**config.mk**
```make
export PLATFORM = sky130hd
export DESIGN_NAME = bsm_control
export DESIGN_NICKNAME = d
export VERILOG_FILES = /design/src/bsm_pkg.sv /design/src/bsm_control.sv
export SDC_FILE = /design/constraint.sdc
export NUM_CORES = 1
export LEC_CHECK = 0
export BUFFER_PORTS_ARGS = -buffer_cell sky130_fd_sc_hd__buf_2
export CAP_MARGIN = 5
export CELL_PAD_IN_SITES_DETAIL_PLACEMENT = 1
export CELL_PAD_IN_SITES_GLOBAL_PLACEMENT = 1
export CORE_AREA = 8 8 148 150
export CTS_CLUSTER_SIZE = 30
export DETAILED_ROUTE_END_ITERATION = 10
export DIE_AREA = 0 0 156 158
export GPL_TIMING_DRIVEN = 1
export PLACE_DENSITY = 0.93
export SYNTH_ARGS = -nofsm -noshare
export SYNTH_HDL_FRONTEND = slang
export SYNTH_SLANG_ARGS = --single-unit
```
**constraint.sdc**
```tcl
create_clock -name clock -period 20.7 [get_ports clock]
set_clock_uncertainty 0.15 [all_clocks]
set_input_delay 0 -clock clock [delete_from_list [all_inputs] [get_ports clock]]
set_output_delay 0 -clock clock [all_outputs]
set_load 0.01 [all_outputs]
```
**src/bsm_pkg.sv**
```systemverilog
// package: constants and carrier types for the setpoint and mode control block
package bsm_pkg;
  localparam int CLK_MHZ = 100;
  // slew step intervals in ns per code step
  localparam int SLEW0_NS = 500;
  localparam int SLEW1_NS = 1000;
  localparam int SLEW2_NS = 5000;
  localparam int SLEW3_NS = 10000;
  localparam logic [10:0] SLEW0_CYC = 11'(SLEW0_NS * CLK_MHZ / 1000);
  localparam logic [10:0] SLEW1_CYC = 11'(SLEW1_NS * CLK_MHZ / 1000);
  localparam logic [10:0] SLEW2_CYC = 11'(SLEW2_NS * CLK_MHZ / 1000);
  localparam logic [10:0] SLEW3_CYC = 11'(SLEW3_NS * CLK_MHZ / 1000);
  // strap probe settling time
  localparam int SETTLE_NS = 200;
  localparam logic [7:0] SETTLE_CYC = 8'((SETTLE_NS * CLK_MHZ + 999) / 1000);
  // sync clock detection: edges needed within a window
  localparam int SYNC_WIN_NS = 2000;
  localparam logic [7:0] SYNC_WIN_CYC = 8'(SYNC_WIN_NS * CLK_MHZ / 1000);
  localparam logic [2:0] SYNC_EDGES = 3'h4;
  // range encodings
  localparam logic [1:0] RANGE_1P25 = 2'h0;
  localparam logic [1:0] RANGE_2P5 = 2'h1;
  localparam logic [1:0] RANGE_5 = 2'h2;
  localparam logic [1:0] RANGE_10 = 2'h3;
  localparam logic [1:0] RANGE_DEF = RANGE_5;
  // range base and step in microvolts; 22 bits hold the 3.35 V top of the high range
  localparam logic [21:0] BASE_LO_UV = 22'h061a80;
  localparam logic [21:0] BASE_HI_UV = 22'h0c3500;
  localparam logic [21:0] STEP0_UV = 22'h0004e2;
  localparam logic [21:0] STEP1_UV = 22'h0009c4;
  localparam logic [21:0] STEP2_UV = 22'h001388;
  localparam logic [21:0] STEP3_UV = 22'h002710;
  // switching frequency codes in kHz
  localparam logic [11:0] FSW0_KHZ = 12'd1500;
  localparam logic [11:0] FSW1_KHZ = 12'd2250;
  localparam logic [11:0] FSW2_KHZ = 12'd2500;
  localparam logic [11:0] FSW3_KHZ = 12'd3000;
  // default setpoint codes by voltage strap
  localparam logic [7:0] VSET_GND = 8'h46;
  localparam logic [7:0] VSET_VIN = 8'h5f;
  localparam logic [6:0] ADDR_BASE = 7'h40; // arbitrary target address base
  localparam logic [1:0] SS_DEF = 2'h1;
  localparam logic [1:0] SLEW_DEF = 2'h0;

  typedef enum logic [2:0] {
    BSM_ST_MSB, BSM_ST_LSB, BSM_ST_IDLE, BSM_ST_SOFT, BSM_ST_RUN, BSM_ST_SLEW
  } bsm_state_e;

  typedef struct packed {
    logic       wrSetpoint;  // write strobe for setpoint code
    logic       wrControl;   // write strobe for range/slew/softstart/forced bit
    logic [7:0] setpoint;
    logic [1:0] range;
    logic [1:0] slew;
    logic [1:0] softstart;
    logic       forced;
  } bsm_host_s;

  typedef struct packed {
    logic [7:0] code;    // ramping setpoint code to the reference dac
    logic [1:0] range;   // range in use
    logic       refHigh; // 0.8 V reference selected
    logic [21:0] targetUv;
    logic       forcedPwm;
    logic       dcmOnly;
    logic       syncLock;
  } bsm_stage_s;
endpackage

```
**src/bsm_control.sv**
```systemverilog
// module: strap decoding, setpoint ramping and operating mode resolution
// Notes on behaviour
// - msb of each strap read with both probe switches open.
// - msb 0: close first switch, lsb is sensed level.
// - msb 1: close second switch, lsb is sensed level.
// - frequency strap code picks 1.5, 2.25, 2.5 or 3 MHz.
// - range field picks base and step size.
// - range defaults to 0.4 V base, 5 mV steps.
// - new range applies only after a following setpoint write, or at the next enable.
// - 0.8 V reference for range 0b11, otherwise 0.4 V.
// - variants without host bus keep range fixed at default.
// - target is base plus code times step.
// - voltage strap loads default setpoint code at init.
// - voltage strap also gives the host bus target address.
// - writes after soft-start began wait until it finishes.
// - soft-start ramps to latched code, then to the newer one.
// - writes while disabled apply at the next enable.
// - writes during any ramp wait until it completes.
// - setpoint changes step one code per slew interval.
// - mode pin high forces pwm, low gives power save.
// - valid sync clock aligns switching and forces pwm.
// - forced pwm is mode pin OR forced bit OR sync lock OR spread spectrum OR secondary.
// - on secondaries the mode pin is the switching clock.
// - spread spectrum forces pwm regardless of forced bit.
// - start-up ramp always uses discontinuous conduction.
module bsm_control
  import bsm_pkg::*;
#(
  parameter bit HAS_HOST = 1'b1 // variant with the two-wire host interface
)(
  input  wire logic              clock,         // 100 MHz clock
  input  wire logic              rstn,          // async reset, active low
  input  wire logic              stratStart,    // begin initialization pulse
  input  wire logic              freqStrapIn,   // sensed level of frequency strap
  input  wire logic              voltStrapIn,   // sensed level of voltage strap
  input  wire logic              enable,        // converter enable input
  input  wire logic              softDone,      // analog soft-start finished
  input  wire logic              modeSyncIn,    // mode/sync pin level
  input  wire logic              secondary,     // device is a stack secondary
  input  wire logic              spreadEn,      // spread spectrum enabled
  input  wire bsm_pkg::bsm_host_s host,         // host register writes
  output logic                   probe1Close,   // first probe switch closed
  output logic                   probe2Close,   // second probe switch closed
  output logic                   initDone,      // initialization complete
  output logic [11:0]            fswKhz,        // selected switching frequency
  output logic [6:0]             targetAddr,    // host bus target address
  output logic                   syncClkOut,    // switching clock follows pin
  output logic [7:0]             setpointCode,  // programmed setpoint readback
  output logic                   ramping,       // a voltage ramp is running
  output bsm_pkg::bsm_stage_s    stage          // power stage controls
);
  import bsm_pkg::*;

  typedef struct packed {
    bsm_state_e  st;
    logic [7:0]  cnt;
    logic        strapSel;   // 0 frequency strap, 1 voltage strap
    logic [1:0]  fCode;
    logic [1:0]  vCode;
    logic        p1;
    logic        p2;
    logic        done;
    logic [11:0] fsw;
    logic [6:0]  addr;
    // programmed values
    logic [7:0]  progSet;
    logic [1:0]  progRange;
    logic [1:0]  progSlew;
    logic [1:0]  progSs;
    logic        progForced;
    logic        setPend;    // setpoint write pending application
    // active values
    logic [7:0]  goal;
    logic [7:0]  code;
    logic [1:0]  range;
    logic [1:0]  slew;
    logic [1:0]  ss;
    logic [10:0] slewCnt;
    logic        ramp;       // soft-start or slew ramp running
    // sync detection
    logic        syncPrev;
    logic [7:0]  winCnt;
    logic [2:0]  edges;
    logic        syncOk;
    bsm_stage_s  out;
  } bsm_ctl_s;

  bsm_ctl_s s_reg, s_next;
  logic [21:0] stepUv;
  logic [10:0] slewCyc;

  always_comb
  begin
    case (s_reg.slew)
      2'h0:    slewCyc = SLEW0_CYC;
      2'h1:    slewCyc = SLEW1_CYC;
      2'h2:    slewCyc = SLEW2_CYC;
      default: slewCyc = SLEW3_CYC;
    endcase
  end

  always_comb
  begin
    s_next = s_reg;
    // host writes land in programmed copies; the forced bit acts at once, the rest steer the block only in the run state or at enable
    if (host.wrControl && HAS_HOST)
    begin
      s_next.progRange = host.range;
      s_next.progSlew = host.slew;
      s_next.progSs = host.softstart;
      s_next.progForced = host.forced;
    end
    if (host.wrSetpoint)
    begin
      s_next.progSet = host.setpoint;
      s_next.setPend = 1'b1;
    end
    if (!HAS_HOST)
      s_next.progRange = RANGE_DEF;
    // sync clock detection
    s_next.syncPrev = modeSyncIn;
    if (s_reg.winCnt == SYNC_WIN_CYC - 8'h1)
    begin
      s_next.winCnt = 8'h0;
      s_next.syncOk = (s_reg.edges >= SYNC_EDGES);
      s_next.edges = 3'h0;
    end
    else
    begin
      s_next.winCnt = s_reg.winCnt + 8'h1;
      if ((modeSyncIn != s_reg.syncPrev) && (s_reg.edges != 3'h7))
        s_next.edges = s_reg.edges + 3'h1;
    end
    case (s_reg.st)
      BSM_ST_MSB:
      begin
        s_next.p1 = 1'b0;
        s_next.p2 = 1'b0;
        if (s_reg.cnt == SETTLE_CYC)
        begin
          s_next.cnt = 8'h0;
          s_next.st = BSM_ST_LSB;
          if (!s_reg.strapSel)
            s_next.fCode[1] = freqStrapIn;
          else
            s_next.vCode[1] = voltStrapIn;
          s_next.p1 = s_reg.strapSel ? !voltStrapIn : !freqStrapIn;
          s_next.p2 = s_reg.strapSel ? voltStrapIn : freqStrapIn;
        end
        else
          s_next.cnt = s_reg.cnt + 8'h1;
      end
      BSM_ST_LSB:
      begin
        if (s_reg.cnt == SETTLE_CYC)
        begin
          s_next.cnt = 8'h0;
          s_next.p1 = 1'b0;
          s_next.p2 = 1'b0;
          // lsb is the level sensed with the probe closed
          if (!s_reg.strapSel)
          begin
            s_next.fCode[0] = freqStrapIn;
            s_next.strapSel = 1'b1;
            s_next.st = BSM_ST_MSB;
          end
          else
          begin
            s_next.vCode[0] = voltStrapIn;
            s_next.st = BSM_ST_IDLE;
            s_next.done = 1'b1;
            case (s_reg.fCode)
              2'h0:    s_next.fsw = FSW0_KHZ;
              2'h1:    s_next.fsw = FSW1_KHZ;
              2'h2:    s_next.fsw = FSW2_KHZ;
              default: s_next.fsw = FSW3_KHZ;
            endcase
            s_next.addr = ADDR_BASE | {5'h0, s_reg.vCode[1], voltStrapIn};
            case ({s_reg.vCode[1], voltStrapIn})
              2'h0:    s_next.progSet = VSET_GND;
              2'h3:    s_next.progSet = VSET_VIN;
              default: s_next.progSet = VSET_GND;
            endcase
            s_next.progRange = RANGE_DEF;
            s_next.setPend = 1'b1;
          end
        end
        else
          s_next.cnt = s_reg.cnt + 8'h1;
      end
      BSM_ST_IDLE:
      begin
        // values written while disabled are taken at enable
        s_next.code = 8'h0;
        if (enable)
        begin
          s_next.goal = s_next.progSet;
          s_next.range = s_next.progRange;
          s_next.slew = s_next.progSlew;
          s_next.ss = s_next.progSs;
          s_next.setPend = 1'b0;
          s_next.st = BSM_ST_SOFT;
        end
      end
      BSM_ST_SOFT:
      begin
        s_next.code = s_reg.goal;
        if (!enable)
          s_next.st = BSM_ST_IDLE;
        else if (softDone)
          s_next.st = BSM_ST_RUN;
      end
      BSM_ST_RUN:
      begin
        s_next.slew = s_reg.progSlew;
        s_next.ss = s_reg.progSs;
        if (!enable)
          s_next.st = BSM_ST_IDLE;
        else if (s_reg.setPend)
        begin
          s_next.goal = s_reg.progSet;
          s_next.range = s_reg.progRange;
          s_next.setPend = host.wrSetpoint;
          s_next.slewCnt = 11'h0;
          s_next.st = BSM_ST_SLEW;
        end
      end
      BSM_ST_SLEW:
      begin
        if (!enable)
          s_next.st = BSM_ST_IDLE;
        else if (s_reg.code == s_reg.goal)
          s_next.st = BSM_ST_RUN;
        else if (s_reg.slewCnt >= slewCyc - 11'h1)
        begin
          s_next.slewCnt = 11'h0;
          s_next.code = (s_reg.goal > s_reg.code) ? s_reg.code + 8'h1
                                                  : s_reg.code - 8'h1;
        end
        else
          s_next.slewCnt = s_reg.slewCnt + 11'h1;
      end
      default: s_next.st = BSM_ST_MSB;
    endcase
    if (stratStart)
    begin
      s_next.st = BSM_ST_MSB;
      s_next.cnt = 8'h0;
      s_next.strapSel = 1'b0;
      s_next.done = 1'b0;
    end
    // step follows the range being registered so target and range change together
    case (s_next.range)
      RANGE_1P25: stepUv = STEP0_UV;
      RANGE_2P5:  stepUv = STEP1_UV;
      RANGE_5:    stepUv = STEP2_UV;
      default:    stepUv = STEP3_UV;
    endcase
    s_next.ramp = (s_next.st == BSM_ST_SOFT) || (s_next.st == BSM_ST_SLEW);
    s_next.out.code = s_next.code;
    s_next.out.range = s_next.range;
    s_next.out.refHigh = (s_next.range == RANGE_10);
    s_next.out.targetUv = ((s_next.range == RANGE_10) ? BASE_HI_UV : BASE_LO_UV)
                          + 22'(s_next.code * stepUv);
    s_next.out.syncLock = s_next.syncOk || secondary;
    s_next.out.forcedPwm = modeSyncIn || s_next.progForced || s_next.syncOk
                           || spreadEn || secondary;
    s_next.out.dcmOnly = (s_next.st == BSM_ST_SOFT);
  end

  always_ff @(posedge clock or negedge rstn)
  begin
    if (!rstn)
    begin
      s_reg <= '0;
      s_reg.st <= BSM_ST_MSB;
      s_reg.progRange <= RANGE_DEF;
      s_reg.range <= RANGE_DEF;
      s_reg.out.range <= RANGE_DEF;
      s_reg.progSs <= SS_DEF;
      s_reg.progSlew <= SLEW_DEF;
    end
    else
      s_reg <= s_next;
  end

  assign probe1Close = s_reg.p1;
  assign probe2Close = s_reg.p2;
  assign initDone = s_reg.done;
  assign fswKhz = s_reg.fsw;
  assign targetAddr = s_reg.addr;
  assign syncClkOut = s_reg.out.syncLock;
  assign setpointCode = s_reg.progSet;
  assign ramping = s_reg.ramp;
  assign stage = s_reg.out;

  AST_REF_HIGH: assert property (@(posedge clock) disable iff (!rstn)
    stage.refHigh == (stage.range == RANGE_10)) else $error("ref select wrong");
  AST_DCM_SOFT: assert property (@(posedge clock) disable iff (!rstn)
    (s_reg.st == BSM_ST_SOFT) |-> ##1 (stage.dcmOnly || s_reg.st != BSM_ST_SOFT))
    else $error("soft start not dcm");
  AST_FORCED_OR: assert property (@(posedge clock) disable iff (!rstn)
    (modeSyncIn || HAS_HOST && host.wrControl && host.forced) |=> stage.forcedPwm)
    else $error("forced pwm missing");
  AST_ONE_STEP: assert property (@(posedge clock) disable iff (!rstn)
    (s_reg.st == BSM_ST_SLEW && $past(s_reg.st) == BSM_ST_SLEW)
    |-> (s_reg.code - $past(s_reg.code) <= 8'h1 || $past(s_reg.code) - s_reg.code <= 8'h1))
    else $error("slew step too big");
  AST_SOFT_HOLD: assert property (@(posedge clock) disable iff (!rstn)
    (s_reg.st == BSM_ST_SOFT && $past(s_reg.st) == BSM_ST_SOFT) |-> $stable(s_reg.goal))
    else $error("goal changed in soft start");
  AST_RANGE_HOLD: assert property (@(posedge clock) disable iff (!rstn)
    (s_reg.st == BSM_ST_RUN && !s_reg.setPend) |=> $stable(s_reg.range) || s_reg.st != BSM_ST_RUN)
    else $error("range applied without setpoint write");
  AST_PROBE_EXCL: assert property (@(posedge clock) disable iff (!rstn)
    !(s_reg.p1 && s_reg.p2)) else $error("both probes closed");
  AST_MSB_OPEN: assert property (@(posedge clock) disable iff (!rstn)
    (s_reg.st == BSM_ST_MSB && s_reg.cnt != 8'h0) |-> (!s_reg.p1 && !s_reg.p2))
    else $error("probe closed during msb");
endmodule

```
==> impl_results.md, run 1 <==
* IR drop worst, VDD at 83.6 uV
* Worst reg2reg setup slack at 11.05 ns
* DRC at 0
* Area Overhead vs Synth at 12.0%
* Cell area after layout at 10900 sq um
* Seq/Total Area, Yosys at 29.4%
* Finished Layout Cells at 1364
* Die area at 24600 sq um
* Final Hold Viols at 0
* Worst-margin pin slew at 1.35 ns
* Endpoint class of the critical path: flop
* Post-synth top area share at 28.8%
* Clk pwr share at 26.0%
* Top FF cell, synth: dfrtp_1
* Largest register FFs at 55
* Largest fanout on the critical path at 9
* Synth warn at 0
* # rows at 52
* Root buf cell: clkbuf_16
* Worst-path clk slew at 0.08 ns
* PwrDens at 121 nW/um^2
* First drt pass iteration count at 5
* Cells after Synth at 1030
* Initial antenna violation count at 1
* Wire per inst at 28.2 microns
* Post-Route WL at 38.5 mm
* Largest area contributor in the netlist: dfrtp_1
* LEAKAGE at 5.50 nW
* Final setup violating endpoints at 0
* Crit path kind: reg -> reg
* Sw Ratio at 45.9%
* Core ar. at 19700 sq um
* Number of port buffers at 86
* Register bit count reported by yosys at 114
* DP HPWL at 21.1 mm
* CTS tree: yes
* Crit share post-route at 46.6%
* Overall Global Routing Usage at 32.9%
* Dominant cells by area after synthesis: dfrtp_1 (29%), fa_1 (15%), ha_1 (11%), inv_1 (5.2%), buf_4 (5.0%)
* Setup_tns at 0 ns
* Mapped Area at 9720 sq um
* Starting DRT DRC Count at 1051
* Grt ovf at 0
* Fraction of registers with async set/reset at 100%
* Status: complete, no violations
* P_sw at 0.603 mW
* Placed cells at 1298
* Worst setup startpoint: stage[30]
* Seq pwr share at 21.1%
* EDFF count, synth at 0
* Hold crit path type: in -> async
* WP data required at 20.86 ns
* Pint at 0.711 mW
* CP Launch Type: flop
* CTS Buf Count at 17
* WP data arrival at 9.81 ns
* Netlist cell types at 76
* Starting Density at 49.3%
* WHS at 0.0444 ns
* Post-Place Cell Area at 9920 sq um
* Die Width at 156 microns
* Slew HR at 9.95%
* Gate power share at 52.9%
* Die Y at 158 microns
* Count leader, synth: inv_1
* Vias at 8773
* # resized after CTS at 0
* Synthesized area per cell at 9.44 sq um
* Post-synth top cells: inv_1 (134), dfrtp_1 (112), ha_1 (84)
* Slew Limit Fails at 0
* Max_cap viols at 0
* Fmax at 104 MHz
* First-pass GRT wire length at 59.7 mm
* I/O Pins at 95
* Final GP Congestion at 0.963
* Final Critical Period at 9.65 ns
* Largest net degree at the start of global routing at 61
* Htree depth at 4
* RSZ-0062 raised after global routing: false
* Routed Antenna Nets at 0
* Clock tree buffer depth at 2
* Clk_lat worst skew at 0.47 ns
* Share of cells above drive strength 1 at 13.4%
* R2r startpoint: stage[30]
* Vias in the first global route at 9665
* Post-DR vias/cell at 6.43
* CTS sink cnt at 114
* Post-layout net count at 1266
-- per-stage QoR --
stage	power (mW)	utilization [%]	setup slack [ns]
floorplan	0.730	-	13.40
global placement	0.816	50.3	12.46
detailed placement	0.878	50.3	12.07
CTS	1.25	55.2	11.78
global route	1.38	55.2	10.74
finish	1.31	55.2	11.05
-- per-layer routing --
layer | vias up | wire (microns) | global-route usage (%)
met4 | 2 | 2990 | 24.0
li1 | 3471 | - | -
met3 | 263 | 4110 | 11.1
met2 | 702 | 17700 | 52.3
met1 | 4335 | 13600 | 36.4
met5 | - | 12 | 0
-- cell usage in the layout, fill, tap and decap left out, types with 4 or more instances in the layout --
cell type	netlist	final
inv_1	134	134
dfrtp_1	112	112
buf_2	7	85
ha_1	84	84
nand2_1	80	80
fa_1	75	75
nor2_1	65	65
a21oi_1	53	53
o21ai_0	42	42
dlygate4sd3_1	0	33
nand3_1	28	28
clkbuf_16	0	17
mux2i_1	15	15
xor2_1	15	15
and2_1	15	15
and3_1	13	13
a211oi_1	13	13
nand2b_1	13	13
xnor2_1	13	13
a21o_1	12	12
o21ai_1	11	11
nor2b_1	11	11
nor3_1	10	10
a222oi_1	8	8
o21a_1	7	7
a31oi_1	7	7
conb_1	1	7
mux2_2	6	6
inv_8	0	6
buf_4	65	6
a211o_1	5	5
or3_1	5	5
a22oi_1	5	5
nor4_1	5	5
inv_6	0	5
o22ai_1	4	4
or2_1	4	4
-- layout make-up --
type	count	area (sq um)
antenna	1	2.50
clock buffer	17	425
clock inverter	15	210
fill	2175	8830
inverter	135	507
multi-input combinational	688	5750
sequential	114	2860
tap	270	338
timing repair buffer	124	801
-- path summary, 6_finish.rpt --
path / endpoint / depth (start not counted)
min reg2reg: fswKhz[4] / 2
max in group asynchronous: stage[6] / 3
min in group clock: s_reg[48] / 2
min: setpointCode[0] / 2
max: stage[24] / 27
max reg2reg: stage[24] / 27
-- power groups by stage --
| stage | clock (mW) | combinational [mW] | sequential, mW |
|---|---|---|---|
| after global routing | 0.349 | 0.755 | 0.278 |
| after CTS | 0.333 | 0.641 | 0.273 |
| final | 0.342 | 0.695 | 0.277 |
| after global placement | 0 | 0.543 | 0.273 |
| after floorplan | 0 | 0.460 | 0.270 |
| after detailed placement | 0 | 0.603 | 0.275 |
-- kinds of logic after synthesis --
family / Yosys count / share of synthesized area, %
mux: 24 / 2.65
fa+ha+maj: 159 / 26.3
buf+inv: 234 / 11.8
xor+xnor: 28 / 2.52
compound gates: 203 / 14.0
simple gates: 267 / 13.3
other cells: 1 / 0.0386
flops: 114 / 29.4
-- worst max-delay path, cell delays in order (launching register included) --
cell,delay (ns)
dfrtp_1,0.55
inv_1,0.15
ha_1,0.36
nand3_1,0.14
o21bai_1,0.17
a31oi_1,0.20
o21bai_1,0.67
inv_1,0.29
fa_1,0.54
nand2b_1,0.21
a21oi_1,0.31
o21a_1,0.19
or3_1,0.15
nand4_1,0.42
a21oi_1,0.46
fa_1,0.61
fa_1,0.61
fa_1,0.57
inv_1,0.09
fa_1,0.56
inv_1,0.05
ha_1,0.34
o21a_1,0.12
o31a_1,0.15
o311ai_0,0.75
a21oi_1,0.27
nor4_1,0.32
a311oi_1,0.09
-- what timing repair did --
item | in CTS | in global routing
endpoints found under the hold margin | 105 | 0
hold buffers | 33 | 0
setup buffers | 0 | 0
Power figures use the tool's default switching activity.
==> inputs of run 2 (changes only) <==
- CORE_AREA: 8 8 148 150 -> 8 8 153 155
- DIE_AREA: 0 0 156 158 -> 0 0 161 163
- PLACE_DENSITY: 0.93 -> 0.88
- clock period: 20.7 -> 9.2 ns (I/O delays scaled with it)
==> impl_results.md, run 2 (same netlist as run 1, synthesis figures left out) <==
* Status: complete, no violations
* Endpoint class of the critical path: flop
* Die Width at 161 microns
* Core ar. at 20800 sq um
* Hold crit path type: in -> reg
* Fillcell total at 2359
* Finished Layout Cells at 1374
* Commonest non-fill, non-tap cell in the layout: inv_1
* Post-DR vias/cell at 6.03
* WP data required at 9.35 ns
* CTS tree: yes
* CP bufs+invs at 6
* PwrDens at 261 nW/um^2
* LEAKAGE at 5.55 nW
* CTS Buf Count at 17
* Clk pwr share at 27.0%
* Sw Ratio at 43.6%
* WP data arrival at 8.87 ns
* Final Critical Period at 8.72 ns
* Layout Utilization at 52.7%
* Initial antenna violation count at 1
* CTS sink cnt at 114
* Htree depth at 4
* Clk_lat worst skew at 0.44 ns
* Starting Density at 46.7%
* Grt ovf at 0
* Commonest non-fill, non-tap cells in the layout: inv_1 (134), dfrtp_1 (112), buf_2 (85)
* DRC at 0
* Slowest-stage cell, CP: o21bai_1
* Post-Route WL at 33.3 mm
* Worst-margin pin slew at 1.29 ns
* Delay-heaviest family, CP: adder cells
* Largest fanout on the critical path at 9
* Setup_tns at 0 ns
* Number of port buffers at 86
* Slew Limit Fails at 0
* Share of cells above drive strength 1 at 13.8%
* I/O Pins at 95
* Overall Global Routing Usage at 25.8%
* Routed Antenna Nets at 0
* Worst-path clk slew at 0.06 ns
* First-pass GRT wire length at 53.1 mm
* Root buf cell: clkbuf_16
* Largest net degree at the start of global routing at 71
* P_sw at 1.25 mW
* Max_cap viols at 0
* Die Y at 163 microns
* # rows at 53
* First drt pass iteration count at 5
* CP peak stage delay at 0.65 ns
* Cell area after layout at 11000 sq um
* Most frequent CP cell: inv_1
* Starting DRT DRC Count at 707
* CP Launch Type: flop
* Final setup violating endpoints at 0
* Post-Place Cell Area at 9940 sq um
* Seq pwr share at 21.5%
* Postcts setup bufs at 0
* Footprint of the multi-input gates at 5750 sq um
* Vias in the first global route at 9363
* Fmax at 115 MHz
* Crit share post-route at 94.8%
* RSZ-0062 raised after global routing: false
* Post-layout net count at 1271
* Placed cells at 1306
* Final GP Congestion at 0.974
* Clock tree buffer depth at 2
* DP HPWL at 19.5 mm
* Crit path kind: reg -> reg
* Gate power share at 51.5%
* FF+latch area at 2860 sq um
* Final Hold Viols at 0
* Final Power at 2.86 mW
* Vias at 8289
* Wire per inst at 24.2 microns
* Pint at 1.62 mW
* IR drop worst, VDD at 153 uV
* Slew HR at 13.8%
* Largest register FFs at 55
* Area Overhead vs Synth at 12.8%
* Die area at 26200 sq um
==> run 2: final timing paths <==
| kind | from | to | slack, ns | depth (start not counted) |
|---|---|---|---|---|
| hold / removal | modeSyncIn | s_reg[48] | 0.14 | 2 |
| max in group asynchronous | rstn | stage[12] | 7.43 | 4 |
| min in group asynchronous | rstn | s_reg[90] | 0.51 | 3 |
| setup / recovery | stage[30] | stage[18] | 0.48 | 29 |
| setup reg to reg | stage[30] | stage[18] | 0.48 | 29 |
| hold reg to reg | targetAddr[1] | targetAddr[1] | 0.33 | 2 |
==> run 2: layout make-up <==
| class | count | area share [%] |
|---|---|---|
| inverters | 135 | 4.62 |
| repair buffers | 129 | 7.78 |
| flip-flops and latches | 114 | 26.0 |
| multi-input cells | 688 | 52.4 |
| diodes | 1 | 0.0228 |
| well taps | 275 | 3.14 |
| clock buffers | 17 | 3.88 |
| clock inverters | 15 | 2.13 |
==> run 2: per-layer routing <==
layer  global-route usage [%]  wire, microns
met4                     12.8           1410
met3                     5.74           2420
met5                        0              0
met1                     30.1          12800
met2                     44.3          16700
==> run 2: stage by stage <==
step	setup WS, ns	hold slack (ns)
2_1_floorplan	1.90	-0.446
3_3_place_gp	1.04	-0.103
3_5_place_dp	0.786	-0.105
4_1_cts	0.540	0.126
5_1_grt	0.146	0.126
6_report	0.479	0.136
==> run 2: what timing repair did <==
item | CTS | global route
hold endpoints to repair | 94 | 0
gates resized for setup | 0 | 1
hold buffers | 35 | 0
setup endpoints to repair | 0 | 3
==> run 2: power by group through the flow <==
stage / clock, mW / combinational (mW) / sequential [mW]
floorplan: 0 / 1.04 / 0.609
global placement: 0 / 1.23 / 0.614
detailed placement: 0 / 1.32 / 0.619
CTS: 0.777 / 1.41 / 0.612
global route: 0.795 / 1.62 / 0.621
finish: 0.773 / 1.48 / 0.615
==> run 2: worst register-to-register path, delay by kind of cell, from the launching register on <==
family	cells	cell delay [ns]
compound gates	10	2.78
xor+xnor	1	0.19
fa+ha+maj	7	3.08
buf+inv	6	0.63
flops	1	0.53
simple gates	5	1.22
==> inputs of run 3 (changes only) <==
- CELL_PAD_IN_SITES_DETAIL_PLACEMENT: 1 -> unset
- CELL_PAD_IN_SITES_GLOBAL_PLACEMENT: 1 -> unset
- CORE_AREA: 8 8 153 155 -> 8 8 137 139
- DIE_AREA: 0 0 161 163 -> 0 0 145 147
- PLACE_DENSITY: 0.88 -> 0.86
==> impl_results.md, run 3 (same netlist as run 1, synthesis figures left out) <==
* Placed cells at 1255
* LEAKAGE at 5.50 nW
* Wire per inst at 17.9 microns
* IR drop worst, VDD at 219 uV
* ANT cells at 0
* Routed Antenna Nets at 0
* Share of cells above drive strength 1 at 13.6%
* Largest net degree at the start of global routing at 68
* Fmax at 118 MHz
* DRC at 0
* Hold buffers post-CTS at 33
* Grt ovf at 0
* Htree depth at 4
* Slew Limit Fails at 0
* Crit share post-route at 92.0%
* Die Y at 147 microns
* Starting DRT DRC Count at 868
* Footprint of the multi-input gates at 5750 sq um
* Clock tree buffer depth at 2
* WP data arrival at 8.60 ns
* Commonest non-fill, non-tap cells in the layout: inv_1 (134), dfrtp_1 (112), buf_2 (85)
* DP HPWL at 16.5 mm
* CTS Buf Count at 17
* Max_cap viols at 0
* CTS tree: yes
* Endpoint class of the critical path: flop
* Slew HR at 28.1%
* Post-layout net count at 1268
* Largest fanout on the critical path at 14
* WP data required at 9.34 ns
* Cell area after layout at 10800 sq um
* Finished Layout Cells at 1320
* Commonest non-fill, non-tap cell in the layout: inv_1
* FF+latch area at 2860 sq um
* RSZ-0062 raised after global routing: false
* Vias in the first global route at 8004
* Worst-path clk slew at 0.06 ns
* Postcts setup bufs at 0
* First-pass GRT wire length at 39.7 mm
* Die Width at 145 microns
* First drt pass iteration count at 6
* CP Launch Type: flop
* Initial antenna violation count at 0
* Core ar. at 16800 sq um
* Starting Density at 58.0%
* Failing checks: negative hold slack
* Root buf cell: clkbuf_16
* Crit path kind: reg -> reg
* Hold crit path type: in -> async
* # resized after CTS at 0
* Clk_lat worst skew at 0.42 ns
* PwrDens at 242 nW/um^2
* Number of port buffers at 86
* Final GP Congestion at 0.976
* Worst-margin pin slew at 1.07 ns
* # rows at 48
* Area Overhead vs Synth at 11.4%
* Overall Global Routing Usage at 22.8%
* CTS sink cnt at 114
* Post-Route WL at 23.6 mm
* Post-DR vias/cell at 5.86
* Final Critical Period at 8.46 ns
* I/O Pins at 95
* Final setup violating endpoints at 0
* Slowest-stage cell, CP: o21bai_1
* CP peak stage delay at 0.62 ns
* Status: finished, violations left
* Vias at 7740
* Post-Place Cell Area at 9870 sq um
* Final Hold Viols at 3
* Most frequent CP cell: inv_1
* Setup_tns at 0 ns
* Die area at 21300 sq um
* Largest register FFs at 55
* WHS at -0.00214 ns
* Fillcell total at 1217
## run 3: cell count changes in the layout (fill, tap and decap cells not counted), sizes merged
cell / previous run / this run
inv: 146 / 142
clkinv: 0 / 3
bufinv: 4 / 3
clkinvlp: 0 / 2
diode: 1 / 0
dlygate4sd3: 34 / 33
buf: 95 / 93
## run 3: where the power goes
part	leakage (nW)	switching (mW)	internal (mW)	total, mW
sequential	1.45	0.0331	0.577	0.610
clock	0.299	0.278	0.434	0.712
combinational	3.76	0.750	0.545	1.29
total	5.50	1.06	1.56	2.62
## run 3: cell type report
class / count / share of cell area [%]
Multi-Input combinational cell: 688 / 53.1
Sequential cell: 114 / 26.4
Timing Repair Buffer: 126 / 7.54
Inverter: 135 / 4.68
Clock buffer: 17 / 3.93
Tap cell: 225 / 2.60
Clock inverter: 15 / 1.79
## run 3: path summary, 6_finish.rpt
| path | endpoint | slack [ns] | start | cells past startpoint |
|---|---|---|---|---|
| min in group clock | s_reg[48] | 0.12 | modeSyncIn | 2 |
| min | fswKhz[9] | -0.002 | rstn | 2 |
| max reg2reg | stage[24] | 0.74 | stage[29] | 28 |
| min reg2reg | fswKhz[4] | 0.32 | fswKhz[4] | 2 |
| max in group asynchronous | stage[11] | 7.59 | rstn | 3 |
| max | stage[24] | 0.74 | stage[29] | 28 |
## run 3: metrics by stage
| step | worst slack, ns | util [%] | total power [mW] |
|---|---|---|---|
| 2_1_floorplan | 1.90 | - | 1.64 |
| 3_3_place_gp | 1.19 | 58.9 | 1.82 |
| 5_1_grt | 0.205 | 64.6 | 2.83 |
| 4_1_cts | 0.829 | 64.6 | 2.62 |
| 3_5_place_dp | 0.913 | 58.9 | 1.88 |
| 6_report | 0.737 | 64.6 | 2.62 |
## run 3: critical path: cells and delay by family, from the launching register on
kind	cells	cell delay (ns)
compound gates	13	3.44
buf+inv	5	0.34
simple gates	3	0.67
flops	1	0.44
fa+ha+maj	7	3.26
## run 3: routing by layer
layer / vias to the layer above / routed length, microns / track usage [%]
li1: 3498 / - / -
met1: 3796 / 9570 / 29.1
met2: 381 / 11500 / 36.9
met3: 65 / 1940 / 4.86
met4: 0 / 651 / 9.68
met5: - / 0 / 0
